### src/sbi_pkg.sv
package sbi_pkg;
   localparam int SBI_AD_W = 32;
   localparam int SBI_CMD_W = 9;
   localparam int SBI_CHK_W = 4;
   localparam int SBI_AXI_AW = 8;
   // register byte offsets
   localparam logic [7:0] SBI_CTRL = 8'h00;
   localparam logic [7:0] SBI_ADDR = 8'h04;
   localparam logic [7:0] SBI_WDATA = 8'h08;
   localparam logic [7:0] SBI_CMD = 8'h0c;
   localparam logic [7:0] SBI_DATA_ID = 8'h10;
   localparam logic [7:0] SBI_STATUS = 8'h14;
   localparam logic [7:0] SBI_EVENTS = 8'h18;
   localparam logic [7:0] SBI_RX_DATA = 8'h1c;
   localparam logic [7:0] SBI_RX_CMD = 8'h20;
   localparam logic [7:0] SBI_TIMER_CMP = 8'h24;
   localparam logic [7:0] SBI_CLK_MULT = 8'h28;
   // field positions
   localparam int SBI_CTRL_ENDIAN = 2;
   localparam int SBI_CMD_WRITE = 9;
   localparam int SBI_EV_NMI = 6;
   localparam int SBI_EV_TIMER = 7;
   localparam int SBI_EV_PARERR = 8;
   // power modes
   localparam logic [1:0] SBI_PWR_RUN = 2'h0;
   localparam logic [1:0] SBI_PWR_HALT = 2'h1;
   localparam logic [1:0] SBI_PWR_DOZE = 2'h2;
   // core clock over master clock, times two, per strap code
   localparam logic [3:0] SBI_MULT_R0 = 4'h8;
   localparam logic [3:0] SBI_MULT_R1 = 4'h5;
   localparam logic [3:0] SBI_MULT_R2 = 4'h4;
   localparam logic [3:0] SBI_MULT_R3 = 4'h6;
   // reset values and axi response codes
   localparam logic [31:0] SBI_TIMER_CMP_RST = 32'h0000_ffff;
   localparam logic [1:0] SBI_RESP_OKAY = 2'h0;
   localparam logic [1:0] SBI_RESP_SLVERR = 2'h2;
   typedef enum logic [2:0] {
      SBI_IDLE,
      SBI_WAIT_RDY,
      SBI_ADDR_CYC,
      SBI_DATA_CYC,
      SBI_RD_WAIT,
      SBI_AGENT
   } sbi_phase_t;
endpackage : sbi_pkg

### src/sbi_sys_if.sv
// Added by the designer: register access over AXI4-Lite and the placing of the registers.
`timescale 1ns/1ps
module sbi_sys_if
   import sbi_pkg::*;
(
   // clock, reset, enable
   input wire logic aclk,
   input wire logic aresetn,
   input wire logic ce,
   // axi4-lite slave
   input wire logic [7:0] s_axi_awaddr,
   input wire logic s_axi_awvalid,
   output logic s_axi_awready,
   input wire logic [31:0] s_axi_wdata,
   input wire logic [3:0] s_axi_wstrb,
   input wire logic s_axi_wvalid,
   output logic s_axi_wready,
   output logic [1:0] s_axi_bresp,
   output logic s_axi_bvalid,
   input wire logic s_axi_bready,
   input wire logic [7:0] s_axi_araddr,
   input wire logic s_axi_arvalid,
   output logic s_axi_arready,
   output logic [31:0] s_axi_rdata,
   output logic [1:0] s_axi_rresp,
   output logic s_axi_rvalid,
   input wire logic s_axi_rready,
   // system interface buses
   input wire logic [31:0] addr_data_bus_in,
   output logic [31:0] addr_data_bus_out,
   output logic addr_data_bus_oe_n,
   input wire logic [8:0] cmd_ident_bus_in,
   output logic [8:0] cmd_ident_bus_out,
   output logic cmd_ident_bus_oe_n,
   input wire logic [3:0] addr_data_check_bus_in,
   output logic [3:0] addr_data_check_bus_out,
   output logic addr_data_check_bus_oe_n,
   input wire logic cmd_bus_parity_in,
   output logic cmd_bus_parity_out,
   output logic cmd_bus_parity_oe_n,
   // system interface handshakes
   input wire logic agent_valid_n,
   output logic proc_valid_n,
   input wire logic agent_bus_request_n,
   output logic release_n,
   input wire logic write_accept_n,
   input wire logic read_accept_n,
   // clock and control pins
   input wire logic [1:0] clock_ratio_strap,
   input wire logic timer_irq_disable,
   output logic low_power,
   input wire logic pll_stop_n,
   output logic core_clk_run,
   input wire logic byte_order_strap,
   output logic big_endian,
   // interrupts
   input wire logic [5:0] irq_in_n,
   input wire logic nmi_in_n
);
   typedef struct packed {
      sbi_phase_t phase;
      logic straps_taken;
      logic [1:0] ratio;
      logic big_endian;
      logic [1:0] pwr_mode;
      logic low_power;
      logic pll_run;
      logic [5:0] irq_q;
      logic nmi_q;
      logic nmi_pend;
      logic timer_pend;
      logic par_err;
      logic [31:0] timer_cnt;
      logic [31:0] timer_cmp;
      logic [31:0] req_addr;
      logic [31:0] req_wdata;
      logic [8:0] req_cmd;
      logic req_write;
      logic [8:0] data_id;
      logic [31:0] rx_data;
      logic [8:0] rx_cmd;
      logic rx_valid;
      logic [31:0] ad_out;
      logic [8:0] cmd_out;
      logic [3:0] chk_out;
      logic bus_oe_n;
      logic proc_valid_n;
      logic release_n;
      logic aw_held;
      logic [7:0] aw_addr;
      logic w_held;
      logic [31:0] w_data;
      logic [3:0] w_strb;
      logic awready;
      logic wready;
      logic bvalid;
      logic [1:0] bresp;
      logic arready;
      logic rvalid;
      logic [31:0] rdata;
      logic [1:0] rresp;
   } sbi_state_t;

   sbi_state_t s;
   sbi_state_t next_s;
   logic [3:0] tx_par;
   logic [3:0] rx_par;
   logic [5:0] pend;

   // per-lane parity, outgoing write data and incoming bus
   for (genvar g = 0; g < SBI_CHK_W; g++)
   begin : g_par
      sbi_parity #(.W(8)) u_tx (.data(s.req_wdata[g*8 +: 8]), .parity(tx_par[g]));
      sbi_parity #(.W(8)) u_rx (.data(addr_data_bus_in[g*8 +: 8]), .parity(rx_par[g]));
   end

   // line 5 is either the timer or the pin, never both
   assign pend = {timer_irq_disable ? s.irq_q[5] : s.timer_pend, s.irq_q[4:0]};

   // byte-lane merge for partial axi writes
   function automatic logic [31:0] sbi_merge(input logic [31:0] old, input logic [31:0] nw,
                                             input logic [3:0] strb);
      logic [31:0] r;
      r = old;
      for (int i = 0; i < 4; i++)
      begin
         if (strb[i])
         begin
            r[i*8 +: 8] = nw[i*8 +: 8];
         end
      end
      return r;
   endfunction : sbi_merge

   // register read view
   function automatic logic [31:0] sbi_read(input sbi_state_t st, input logic [7:0] a,
                                            input logic [5:0] pv, input logic tdis);
      logic [31:0] r;
      r = 32'h0000_0000;
      unique case (a)
         SBI_CTRL: r = {29'h0, st.big_endian, st.pwr_mode};
         SBI_ADDR: r = st.req_addr;
         SBI_WDATA: r = st.req_wdata;
         SBI_CMD: r = {22'h0, st.req_write, st.req_cmd};
         SBI_DATA_ID: r = {23'h0, st.data_id};
         SBI_STATUS: r = {23'h0, st.rx_valid, tdis, st.low_power, st.big_endian,
                          st.pll_run, st.ratio, st.phase != SBI_AGENT,
                          st.phase != SBI_IDLE && st.phase != SBI_AGENT};
         SBI_EVENTS: r = {23'h0, st.par_err, st.timer_pend, st.nmi_pend, pv};
         SBI_RX_DATA: r = st.rx_data;
         SBI_RX_CMD: r = {23'h0, st.rx_cmd};
         SBI_TIMER_CMP: r = st.timer_cmp;
         SBI_CLK_MULT:
         begin
            unique case (st.ratio)
               2'h0: r = {28'h0, SBI_MULT_R0};
               2'h1: r = {28'h0, SBI_MULT_R1};
               2'h2: r = {28'h0, SBI_MULT_R2};
               2'h3: r = {28'h0, SBI_MULT_R3};
            endcase
         end
         default: r = 32'h0000_0000;
      endcase
      return r;
   endfunction : sbi_read

   // next-state logic; later sections win, so hardware sets beat software clears
   always_comb
   begin
      logic [31:0] wv;
      logic rd_ok;
      wv = 32'h0000_0000;
      rd_ok = 1'b0;
      next_s = s;
      // straps caught once, on the first enabled edge after reset
      if (!s.straps_taken)
      begin
         next_s.straps_taken = 1'b1;
         next_s.ratio = clock_ratio_strap;
         next_s.big_endian = byte_order_strap;
      end
      // axi write channels, taken in either order
      if (s_axi_awvalid && s.awready)
      begin
         next_s.aw_held = 1'b1;
         next_s.aw_addr = s_axi_awaddr;
      end
      if (s_axi_wvalid && s.wready)
      begin
         next_s.w_held = 1'b1;
         next_s.w_data = s_axi_wdata;
         next_s.w_strb = s_axi_wstrb;
      end
      if (s.bvalid && s_axi_bready)
      begin
         next_s.bvalid = 1'b0;
      end
      if (s.aw_held && s.w_held && !s.bvalid)
      begin
         next_s.aw_held = 1'b0;
         next_s.w_held = 1'b0;
         next_s.bvalid = 1'b1;
         next_s.bresp = SBI_RESP_OKAY;
         wv = sbi_merge(sbi_read(s, s.aw_addr, pend, timer_irq_disable), s.w_data, s.w_strb);
         unique case (s.aw_addr)
            SBI_CTRL:
            begin
               next_s.pwr_mode = wv[1:0];
               next_s.low_power = wv[1:0] == SBI_PWR_HALT || wv[1:0] == SBI_PWR_DOZE;
               next_s.big_endian = wv[SBI_CTRL_ENDIAN];
            end
            SBI_ADDR: next_s.req_addr = wv;
            SBI_WDATA: next_s.req_wdata = wv;
            SBI_DATA_ID: next_s.data_id = wv[8:0];
            SBI_TIMER_CMP: next_s.timer_cmp = wv;
            SBI_CMD:
            begin
               // launch only when idle and not yielding to the agent
               if (s.phase == SBI_IDLE && agent_bus_request_n && !s.low_power)
               begin
                  next_s.req_cmd = wv[8:0];
                  next_s.req_write = wv[SBI_CMD_WRITE];
                  next_s.phase = SBI_WAIT_RDY;
               end
               else
               begin
                  next_s.bresp = SBI_RESP_SLVERR;
               end
            end
            SBI_EVENTS:
            begin
               // write one to clear
               next_s.nmi_pend = s.nmi_pend & ~s.w_data[SBI_EV_NMI];
               next_s.timer_pend = s.timer_pend & ~s.w_data[SBI_EV_TIMER];
               next_s.par_err = s.par_err & ~s.w_data[SBI_EV_PARERR];
            end
            SBI_STATUS, SBI_RX_DATA, SBI_RX_CMD, SBI_CLK_MULT:
            begin
               next_s.bresp = SBI_RESP_OKAY;
            end
            default: next_s.bresp = SBI_RESP_SLVERR;
         endcase
      end
      // axi read: answer one cycle after the address is taken
      if (s.rvalid && s_axi_rready)
      begin
         next_s.rvalid = 1'b0;
      end
      if (s_axi_arvalid && s.arready)
      begin
         unique case (s_axi_araddr)
            SBI_CTRL, SBI_ADDR, SBI_WDATA, SBI_CMD, SBI_DATA_ID, SBI_STATUS, SBI_EVENTS,
            SBI_RX_DATA, SBI_RX_CMD, SBI_TIMER_CMP, SBI_CLK_MULT: rd_ok = 1'b1;
            default: rd_ok = 1'b0;
         endcase
         next_s.rvalid = 1'b1;
         next_s.rdata = sbi_read(s, s_axi_araddr, pend, timer_irq_disable);
         next_s.rresp = rd_ok ? SBI_RESP_OKAY : SBI_RESP_SLVERR;
         if (s_axi_araddr == SBI_RX_DATA)
         begin
            next_s.rx_valid = 1'b0;
         end
      end
      // pin sampling on every enabled edge
      next_s.irq_q = ~irq_in_n;
      next_s.nmi_q = ~nmi_in_n;
      next_s.pll_run = pll_stop_n;
      if (!nmi_in_n && !s.nmi_q)
      begin
         next_s.nmi_pend = 1'b1;
      end
      // timer counts only while the generator runs and the timer is enabled
      if (!timer_irq_disable && s.pll_run)
      begin
         if (s.timer_cnt == s.timer_cmp)
         begin
            next_s.timer_cnt = 32'h0000_0000;
            next_s.timer_pend = 1'b1;
         end
         else
         begin
            next_s.timer_cnt = s.timer_cnt + 32'h0000_0001;
         end
      end
      // any pending interrupt ends halt or doze
      if (s.low_power && (|pend || s.nmi_pend))
      begin
         next_s.pwr_mode = SBI_PWR_RUN;
         next_s.low_power = 1'b0;
      end
      // system interface sequencer
      next_s.release_n = 1'b1;
      next_s.cmd_out = s.cmd_out;
      unique case (s.phase)
         SBI_IDLE:
         begin
            if (!agent_bus_request_n)
            begin
               next_s.release_n = 1'b0;
               next_s.bus_oe_n = 1'b1;
               next_s.phase = SBI_AGENT;
            end
         end
         SBI_WAIT_RDY:
         begin
            // a stopped clock generator holds the request back
            if (s.pll_run && (s.req_write ? !write_accept_n : !read_accept_n))
            begin
               next_s.ad_out = s.req_addr;
               next_s.cmd_out = s.req_cmd;
               next_s.chk_out = 4'h0;
               next_s.proc_valid_n = 1'b0;
               next_s.phase = SBI_ADDR_CYC;
            end
         end
         SBI_ADDR_CYC:
         begin
            if (s.req_write)
            begin
               next_s.ad_out = s.req_wdata;
               next_s.cmd_out = s.data_id;
               next_s.chk_out = tx_par;
               next_s.phase = SBI_DATA_CYC;
            end
            else
            begin
               // hand the bus lines to the agent for the read answer
               next_s.bus_oe_n = 1'b1;
               next_s.proc_valid_n = 1'b1;
               next_s.phase = SBI_RD_WAIT;
            end
         end
         SBI_DATA_CYC:
         begin
            next_s.proc_valid_n = 1'b1;
            next_s.ad_out = 32'h0000_0000;
            next_s.chk_out = 4'h0;
            next_s.phase = SBI_IDLE;
         end
         SBI_RD_WAIT:
         begin
            if (!agent_valid_n)
            begin
               next_s.rx_data = addr_data_bus_in;
               next_s.rx_cmd = cmd_ident_bus_in;
               next_s.rx_valid = 1'b1;
               if (rx_par != addr_data_check_bus_in)
               begin
                  next_s.par_err = 1'b1;
               end
               next_s.bus_oe_n = 1'b0;
               next_s.phase = SBI_IDLE;
            end
         end
         SBI_AGENT:
         begin
            // words the agent puts out while it owns the bus
            if (!agent_valid_n)
            begin
               next_s.rx_data = addr_data_bus_in;
               next_s.rx_cmd = cmd_ident_bus_in;
               next_s.rx_valid = 1'b1;
            end
            if (agent_bus_request_n)
            begin
               next_s.bus_oe_n = 1'b0;
               next_s.phase = SBI_IDLE;
            end
         end
      endcase
      // ready flags follow the held state, so they stay registered
      next_s.awready = !next_s.aw_held && !next_s.bvalid;
      next_s.wready = !next_s.w_held && !next_s.bvalid;
      next_s.arready = !next_s.rvalid;
   end

   // state register; reset acts even with the enable low
   always_ff @(posedge aclk)
   begin
      if (!aresetn)
      begin
         s <= '0;
         s.phase <= SBI_IDLE;
         s.timer_cmp <= SBI_TIMER_CMP_RST;
         s.pll_run <= 1'b0;
         s.bus_oe_n <= 1'b0;
         s.proc_valid_n <= 1'b1;
         s.release_n <= 1'b1;
      end
      else if (ce)
      begin
         s <= next_s;
      end
   end

   // pins straight from the state register; command parity pin tied low
   assign addr_data_bus_out = s.ad_out;
   assign addr_data_bus_oe_n = s.bus_oe_n;
   assign cmd_ident_bus_out = s.cmd_out;
   assign cmd_ident_bus_oe_n = s.bus_oe_n;
   assign addr_data_check_bus_out = s.chk_out;
   assign addr_data_check_bus_oe_n = s.bus_oe_n;
   assign cmd_bus_parity_out = 1'b0;
   assign cmd_bus_parity_oe_n = s.bus_oe_n;
   assign proc_valid_n = s.proc_valid_n;
   assign release_n = s.release_n;
   assign low_power = s.low_power;
   assign core_clk_run = s.pll_run;
   assign big_endian = s.big_endian;
   assign s_axi_awready = s.awready;
   assign s_axi_wready = s.wready;
   assign s_axi_bvalid = s.bvalid;
   assign s_axi_bresp = s.bresp;
   assign s_axi_arready = s.arready;
   assign s_axi_rvalid = s.rvalid;
   assign s_axi_rdata = s.rdata;
   assign s_axi_rresp = s.rresp;
endmodule : sbi_sys_if

### src/sbi_parity.sv
`timescale 1ns/1ps
module sbi_parity #(
   parameter int W = 8
) (
   // byte lane in
   input wire logic [W-1:0] data,
   // even parity out
   output logic parity
);
   // even parity: the lane plus its check bit hold an even count of ones
   assign parity = ^data;
endmodule : sbi_parity

### config.mk
export PLATFORM = sky130hd
export DESIGN_NAME = sbi_sys_if
export DESIGN_NICKNAME = d
export VERILOG_FILES = /design/src/sbi_pkg.sv /design/src/sbi_sys_if.sv /design/src/sbi_parity.sv
export SDC_FILE = /design/constraint.sdc
export NUM_CORES = 1
export LEC_CHECK = 0
export BUFFER_PORTS_ARGS = -buffer_cell sky130_fd_sc_hd__buf_2
export CELL_PAD_IN_SITES_DETAIL_PLACEMENT = 1
export CELL_PAD_IN_SITES_GLOBAL_PLACEMENT = 2
export CORE_MARGIN = 4
export CORE_UTILIZATION = 38
export CTS_BUF_LIST = sky130_fd_sc_hd__clkbuf_16
export DETAILED_ROUTE_END_ITERATION = 10
export MAX_ROUTING_LAYER = met4
export PLACE_DENSITY_LB_ADDON = 0.1
export SLEW_MARGIN = 20
export SYNTH_ARGS = -nofsm -noshare
export SYNTH_HDL_FRONTEND = slang
export SYNTH_SLANG_ARGS = --single-unit
### constraint.sdc
create_clock -name aclk -period 7 [get_ports aclk]
set_input_delay 0 -clock aclk [delete_from_list [all_inputs] [get_ports aclk]]
set_output_delay 0 -clock aclk [all_outputs]
set_load 0.02 [all_outputs]
# == Yosys cells after proc, flatten, opt, wreduce, memory -nomap -nowiden ==
# Index checks and enable logic that the tools add are counted.
# word_totals
in_bits,122
reg_bits,345
# op_classes
bitwise,10
n_reduce_logical,71
eq_ne,39
muxes,63
add_sub_neg,1
# ops
operator,count
32-bit case mux with 11 select lines,2
32-bit case mux with 4 select lines,1
32-bit case mux with 3 select lines,1
45-bit two-way mux,2
"8-bit by 5-bit equality test with 1-bit output, second input constant",8
8-bit parity,8
"8-bit by 6-bit equality test with 1-bit output, second input constant",6
8-bit two-way mux,5
37-bit two-way mux,1
3-bit two-way mux,12
35-bit two-way mux,1
"32-bit by 1-bit adder with 32-bit output, second input constant",1
32-bit equality test,1
"8-bit by 4-bit equality test with 1-bit output, second input constant",4
32-bit two-way mux,1
1-bit two-way mux,25
3-bit AND reduction,7
3-bit case mux with 6 select lines,1
9-bit case mux with 2 select lines,1
"8-bit by 3-bit equality test with 1-bit output, second input constant",2
1-bit logical AND,16
8-bit zero test,2
4-bit AND reduction,4
"2-bit inequality test, second input constant",6
30 further kinds,66

# == Depth between registers and ports, before layout ==
# Gate-level depths: netlist of the first run.
# logic_depth
word_depth,10
ltp_mapped,10

# == Hierarchy ==
# A second synthesis of the first run with hierarchy kept.
# hier_totals
cells_unflattened,2230
hier_area_um2,17971.0
# by_module_without_submodules
module,instances,area_per_inst_um2,cells_per_inst
sbi_sys_if,1,17480.5,2174
sbi_parity,8,61.3,7

# == Worst setup path before layout of the first run ==
# OpenSTA, ideal clock, no wires.
# synth_path
kind,register to register
start,register s[82] in the netlist's numbering
end,register s[186] in the netlist's numbering
arrival_ns,2.278
period_less_slack_ns,2.343
stages_incl_launch_ff,9
path_slack_ns,4.657
setup_ns,0.065
n_path_buf,2
required_ns,6.935
cell_sequence,dfxtp_1 buf_4 or4_4 buf_6 nor2_4 or4b_4 nor2_8 mux2_2 nor2_1
# synth_via
elab_chain_len,3
elab_cells_between_ends,14
# synth_rtl
element,line,rtl
start: declaration,sbi_sys_if.sv:104,sbi_state_t s;
start signal: assignment,sbi_sys_if.sv:392,s <= next_s;
8-bit by 6-bit equality test with 1-bit output (tied with other cells),sbi_sys_if.sv:140,unique case (a)
32-bit case mux with 11 select lines,sbi_sys_if.sv:140,
8-bit two-way mux,sbi_sys_if.sv:127,if (strb[i])
# Parallel ways exist; a longest one is shown, timed or not.
# A chain may end at the register's enable or synchronous reset.

# == Final worst setup path of the first run ==
# layout_path
start,register s[81] in the netlist's numbering
end,register s[250] in the netlist's numbering
# layout_via
elab_chain_len,3
elab_cells_between_ends,14
# layout_rtl
element,line
8-bit by 6-bit equality test with 1-bit output (tied with other cells),sbi_sys_if.sv:140
32-bit case mux with 11 select lines,sbi_sys_if.sv:140
8-bit two-way mux,sbi_sys_if.sv:127
# Parallel ways exist; a longest one is shown, timed or not.

==> out/metrics.csv, run 1 <==
metric,value,unit
status,finished clean,
slew_violations,0,
ant_nets,0,
internal_power,0.00349,W
critPathMaxFanout,27,
ys_seq_area_frac,0.386,
ys_ff_latch,343,
ys_top_cells_by_area,"dfxtp_1 39%, nand2_1 7.4%, a21oi_1 5.3%",
grt_max_degree,173,
vias,17234,
p_sw,0.00118,W
drive_above_1_share,0.168,
cp.arrival,3.92,ns
timing.final.crit_share,0.488,
first_pass_iters,6,
clock_power_share,0.490,
design_area,21100,um2
yosysTopAreaCell,dfxtp_1,
vias_per_cell,5.80,
htreeDepth,2,
slowest_delay,0.86,ns
synth_area,17800,um2
worstHoldPathCells,4,
nets,2456,
timing.fmax,293,MHz
seqPwrFrac,0.430,
wl,76.2,mm
initial_core_util,0.383,
syn_avg_cell_area,8.11,um2
worstSetupStartpointType,flop,
placed_area,18600,um2
vdd_drop_max,0.000170,V
drc_errors,0,
synth_top_area_frac,0.386,
crit_required,7.50,ns
skew,0.0215,ns
gr-usage-all-layers,0.300,
num-fill-cells,5586,
netlist-cell-type-count,82,
final_common_cell,nand2_1,
syn_inst,2194,
dpl.cell_count,2790,
grt_first_pass_wirelength,112,mm
antenna_found_initial,2,
final_cell_mix,"350 x nand2_1, 342 x dfxtp_1, 222 x nor2_1, 213 x buf_2, 187 x a21oi_1",
pwr_density_cell,221,nW/um2
core-area,46500,um2
synth_flop_cell,dfxtp_1,
share_comb_of_total_power,0.080,
hold_viol_final,0,
worst_pin_slew,1.13,ns
slew-limit-headroom,0.246,
io_buffers,213,
hold_path_class,primary input to flop,
cap_violations,0,
instances_no_fill,2970,
period_needed,3.42,ns
reg2regPathDepth,8,
rsz0062_at_grt,no,
die_y,224,um
grt_pass1_vias,16950,
gp_congestion,0.929,
switching_share,0.252,
setup_tns,0,ns
cts_root_buf,clkbuf_16,
die_x,224,um
num_antenna_cells,0,
cts_tree,yes,
cts.path.max_buffers,3,
clock-sinks,343,
leakage,7.70,nW
setup_violations,0,
synthToLayoutAreaGrowth,18.6,%
hpwl,53.3,mm
critPathSlowestCell,or4b_1,
rows,79,
die_area,50400,um2
ios,218,
drtIter0Drc,1438,
path_class,flop to flop,
clk_pin_slew_worst_paths,0.06,ns
critPathCaptureType,flop,
grt.overflow.total,0,
ys_warn_count,0,
clk_latency,0.58,ns
cts_made_buffers,42,
wl_per_cell,25.6,um
synth_edf_count,0,
crit_chain,"buf_4, or4b_1, nor2_1, buf_4, a222oi_1, a21oi_1, nand2_1, a21oi_1",
async_flop_share,0,
fin_util,0.454,
metal layers:
layer | vias up | track usage | wire [um]
met4 | 0 | 0.0680 | 1610
li1 | 7925 | - | -
met2 | 653 | 0.428 | 32200
met1 | 8575 | 0.432 | 35600
met5 | - | - | 0
met3 | 81 | 0.0706 | 6810
cell type report:
class	instances	area [um2]	share of cell area
multi-input cells	1576	9610	0.455
flip-flops and latches	343	6870	0.325
repair buffers	349	2350	0.111
clock buffers	43	1080	0.0510
well taps	607	759	0.0360
clock inverters	31	352	0.0167
inverters	21	86.3	0.00409
registers in the layout (all words and copies together) (netlist names):
name	flops
s_axi_wready	1
big_endian	1
s_axi_rresp	1
s	248
s_axi_rvalid	1
addr_data_bus_out	32
s_axi_awready	1
release_n	1
s_axi_arready	1
cmd_ident_bus_out	9
addr_data_check_bus_out	4
addr_data_bus_oe_n	1
s_axi_rdata	32
proc_valid_n	1
core_clk_run	1
s_axi_bvalid	1
low_power	1
pend	5
s_axi_bresp	1
cell families after synthesis:
kind of cell | synth area share
adders and majority gates | 0.000703
buffers and inverters | 0.0787
AOI/OAI and AO/OA | 0.200
other | 0.000211
DFF | 0.386
xor gates and xnor gates | 0.0610
muxes | 0.0610
and+or+nand+nor | 0.213
stage by stage:
stage / power (W) / hold slack, ns / setup slack, ns
2_1_floorplan: 0.00223 / 0.0990 / 4.66
3_3_place_gp: 0.00237 / 0.189 / 3.66
3_5_place_dp: 0.00237 / 0.196 / 3.58
4_1_cts: 0.00470 / 0.0161 / 3.57
5_1_grt: 0.00480 / 0.0622 / 3.34
6_report: 0.00467 / 0.0383 / 3.58
synth_stat cells, types with 4 or more instances:
library cell,number
and4_1,5
and3_1,18
a22o_1,32
inv_1,20
a222oi_1,15
nor4_1,9
clkbuf_1,137
a21oi_1,188
o22ai_1,8
nor2b_1,8
xor2_1,31
nand4_1,17
nor2_1,224
nand3_1,37
o21a_1,23
mux2_2,42
o2bb2ai_1,6
a32oi_1,8
a31oi_1,15
nor3_1,55
a31o_2,4
or4b_1,4
xnor2_1,93
o31ai_1,4
mux4_2,9
nand2_1,353
buf_4,86
dfxtp_1,343
a22oi_1,57
buf_1,17
a221o_1,24
mux2i_1,41
nand2b_1,10
buf_2,13
and2_1,12
o21ai_0,55
a211oi_1,52
or4_1,4
or2_2,4
o211ai_1,12
nor3b_1,39
final timing paths:
path                         from        endpoint  slack [ns]
hold reg to reg             s[56]           s[56]        0.46
setup / recovery            s[81]          s[250]        3.58
setup reg to reg            s[81]          s[250]        3.58
hold / removal    s_axi_araddr[6]  s_axi_rdata[6]        0.04
power by group through the flow:
stage                     Clock [W]  Sequential, W  Combinational [W]
after floorplan                   0        0.00203           0.000197
after global placement            0        0.00205           0.000318
after detailed placement          0        0.00205           0.000321
after CTS                   0.00232        0.00201           0.000368
after global routing        0.00239        0.00201           0.000399
final                       0.00229        0.00201           0.000374
critical path, delay by kind of cell, from the launching register on:
family	cells	cell delay [ns]
AND/OR/NAND/NOR	3	1.34
buffers and inverters	2	0.71
AO/OA/AOI/OAI	3	0.92
flip-flops	1	0.37
timing repair:
action | in CTS | in global routing
setup buffers | 0 | 0
endpoints found under the hold margin | 117 | 0
gates resized for setup | 0 | 0
hold buffers | 105 | 0
(Power assumes the default switching activity.)
==> run 2: changes to the inputs <==
- ABC_AREA: unset -> 1
- CORE_UTILIZATION: 38 -> 33
- clock period: 7 -> 3.23 ns (I/O delays scaled with it)
==> out/metrics.csv, run 2 <==
metric,value,unit,change
worstSetupStartpointType,flop,,
largest_register_ffs,248,,unchanged
ys_ff_latch,343,,unchanged
cts.path.max_buffers,3,,unchanged
totalPowerFinal,0.0103,W,+120%
wl,80.3,mm,+5.4%
hold_viol_final,0,,unchanged
cts_tree,yes,,
slew_violations,0,,unchanged
die_x,241,um,+7.5%
synth_mux_area_frac,0,,-0.0610
vias_per_cell,5.25,,-9.6%
clk_latency,0.57,ns,about the same
setup_tns,0,ns,unchanged
hpwl,59.1,mm,+11%
gp_congestion,0.937,,+0.87%
first_pass_iters,5,,-1
syn_avg_cell_area,6.79,um2,-16%
cap_violations,0,,unchanged
slew-limit-headroom,0.391,,+0.145
netlist-cell-type-count,45,,-45%
internal_power,0.00754,W,+120%
cts_made_buffers,43,,+2.4%
synthAdderAreaFrac,0.000696,,-0.00000670
htreeDepth,2,,unchanged
vdd_drop_max,0.000346,V,+100%
seqPwrFrac,0.430,,about the same
switching_share,0.268,,+0.0159
wl_per_cell,22.3,um,-13%
rows,85,,+7.6%
synthSimpleGateAreaFrac,0.207,,-0.00614
synth_common_cells,"451 x nand2_1, 365 x inv_1, 343 x dfxtp_1",,
critPathMaxFanout,13,,-52%
ant_nets,0,,unchanged
nets,2991,,+22%
antenna_found_initial,5,,+3
post_cts_resized,0,,unchanged
synth_flop_cell,dfxtp_1,,
ios,218,,unchanged
die_area,58300,um2,+16%
path_class,flop to flop,,
cp.arrival,3.25,ns,-0.67 ns
drc_errors,0,,unchanged
io_buffers,213,,unchanged
initial_core_util,0.333,,-0.0499
synthToLayoutAreaGrowth,21.3,%,
clk_pin_slew_worst_paths,0.06,ns,about the same
ys_seq_area_frac,0.382,,-0.00368
grt_max_degree,99,,-43%
pwr_density_cell,472,nW/um2,+110%
grt_first_pass_wirelength,119,mm,+6.7%
gr-usage-all-layers,0.277,,-0.0223
leakage,9.27,nW,+20%
clock-sinks,343,,unchanged
synth_compound_area_frac,0.233,,+0.0335
synth_xor_area_frac,0.0312,,-0.0298
worst_pin_slew,0.913,ns,-0.215 ns
async_flop_share,0,,unchanged
synth_edf_count,0,,unchanged
vias,18867,,+9.5%
largest-register,s,,
hold_path_class,primary input to flop,,
drive_above_1_share,0.132,,-0.0365
rsz0062_at_grt,no,,
critPathCaptureType,flop,,
skew,0.0144,ns,-0.00708 ns
holdWs,0.0634,ns,+0.0252 ns
status,finished clean,,
die_y,241,um,+7.5%
yosysMostFrequentCell,nand2_1,,
synth_area,18000,um2,+0.96%
core-area,53900,um2,+16%
period_needed,2.78,ns,-0.636 ns
cts_root_buf,clkbuf_16,,
timing.final.crit_share,0.861,,+0.373
syn_inst,2647,,+21%
ys_warn_count,0,,unchanged
grt.overflow.total,0,,unchanged
p_sw,0.00275,W,+130%
setup_violations,0,,unchanged
yosysTopAreaCell,dfxtp_1,,
final_cell_mix,"451 x nand2_1, 367 x inv_1, 343 x dfxtp_1, 329 x a21oi_1, 304 x o21ai_0",,
final_common_cell,nand2_1,,
drtIter0Drc,1433,,-0.35%
share_comb_of_total_power,0.101,,+0.021
crit_required,3.70,ns,-3.80 ns
synth_top_family_by_area,compound AO/OA/AOI/OAI gates,,
synth_top_area_frac,0.382,,-0.00368
ys_top_cells_by_area,"dfxtp_1 38%, nand2_1 9.4%, a21oi_1 9.2%",,
clock_power_share,0.468,,-0.022
timing.fmax,360,MHz,+23%
grt_pass1_vias,18708,,+10%
run 2: cell count changes after synthesis, moves of 57 or more:
cell	change
a22oi_1	-57
nand2_1	+98
inv_1	+345
a21oi_1	+141
o21ai_0	+249
o22ai_1	+79
run 2: layout make-up:
cell class	count	area, um2
multi-input combinational	1708	8500
fill	6845	32100
antenna	3	7.51
clock buffer	45	1130
tap	696	871
sequential	343	6870
timing repair buffer	385	2740
inverter	387	1460
clock inverter	28	229
run 2: final timing paths:
check        cells past startpoint  slack (ns)           from  endpoint
max                             10        0.45   core_clk_run    s[315]
min                              8        0.06  read_accept_n    s[343]
min reg2reg                      2        0.45          s[50]     s[50]
max reg2reg                     10        0.45   core_clk_run    s[315]
run 2: timing repair:
| item | 4_1_cts | 5_1_grt |
|---|---|---|
| hold endpoints to repair | 127 | 0 |
| buffers inserted | 0 | 0 |
| hold buffers | 135 | 0 |
run 2: per-layer routing:
layer / track usage / part of all wire
met4: 0.0508 / 0.016
met3: 0.0538 / 0.072
met5: - / 0
met1: 0.414 / 0.50
met2: 0.391 / 0.41
run 2: logic make-up after synthesis:
kind of cell,count (synthesis)
AOI/OAI and AO/OA,786
other,1
xor gates and xnor gates,64
and+or+nand+nor,854
adders and majority gates,1
buffers and inverters,598
DFF,343
run 2: power by group through the flow:
stage	Sequential (W)	Clock [W]	Combinational [W]
after floorplan	0.00449	0	0.000588
after global placement	0.00452	0	0.000883
after detailed placement	0.00452	0	0.000902
after CTS	0.00443	0.00491	0.00104
after global routing	0.00444	0.00507	0.00114
final	0.00443	0.00482	0.00104
run 2: worst max-delay path, stage by stage (launching register included):
cell,delay (ns)
dfxtp_1,0.45
nand3_1,0.67
nor2_1,0.42
nand2_2,0.16
nor2_4,0.14
nand4_2,0.15
nor2_4,0.21
nand3_1,0.15
nand3b_1,0.19
nand2_1,0.07
nor2_1,0.05
run 2: metrics by stage:
step / util / area [um2] / setup slack [ns] / instances
6_report: 0.404 / 21800 / 0.449 / 3595
5_1_grt: 0.404 / 21800 / 0.319 / 3594
4_1_cts: 0.404 / 21800 / 0.469 / 3592
3_5_place_dp: 0.354 / 19100 / 0.551 / 3384
3_3_place_gp: 0.354 / 19100 / 0.581 / 3384
2_1_floorplan: - / 18000 / 1.43 / 2649
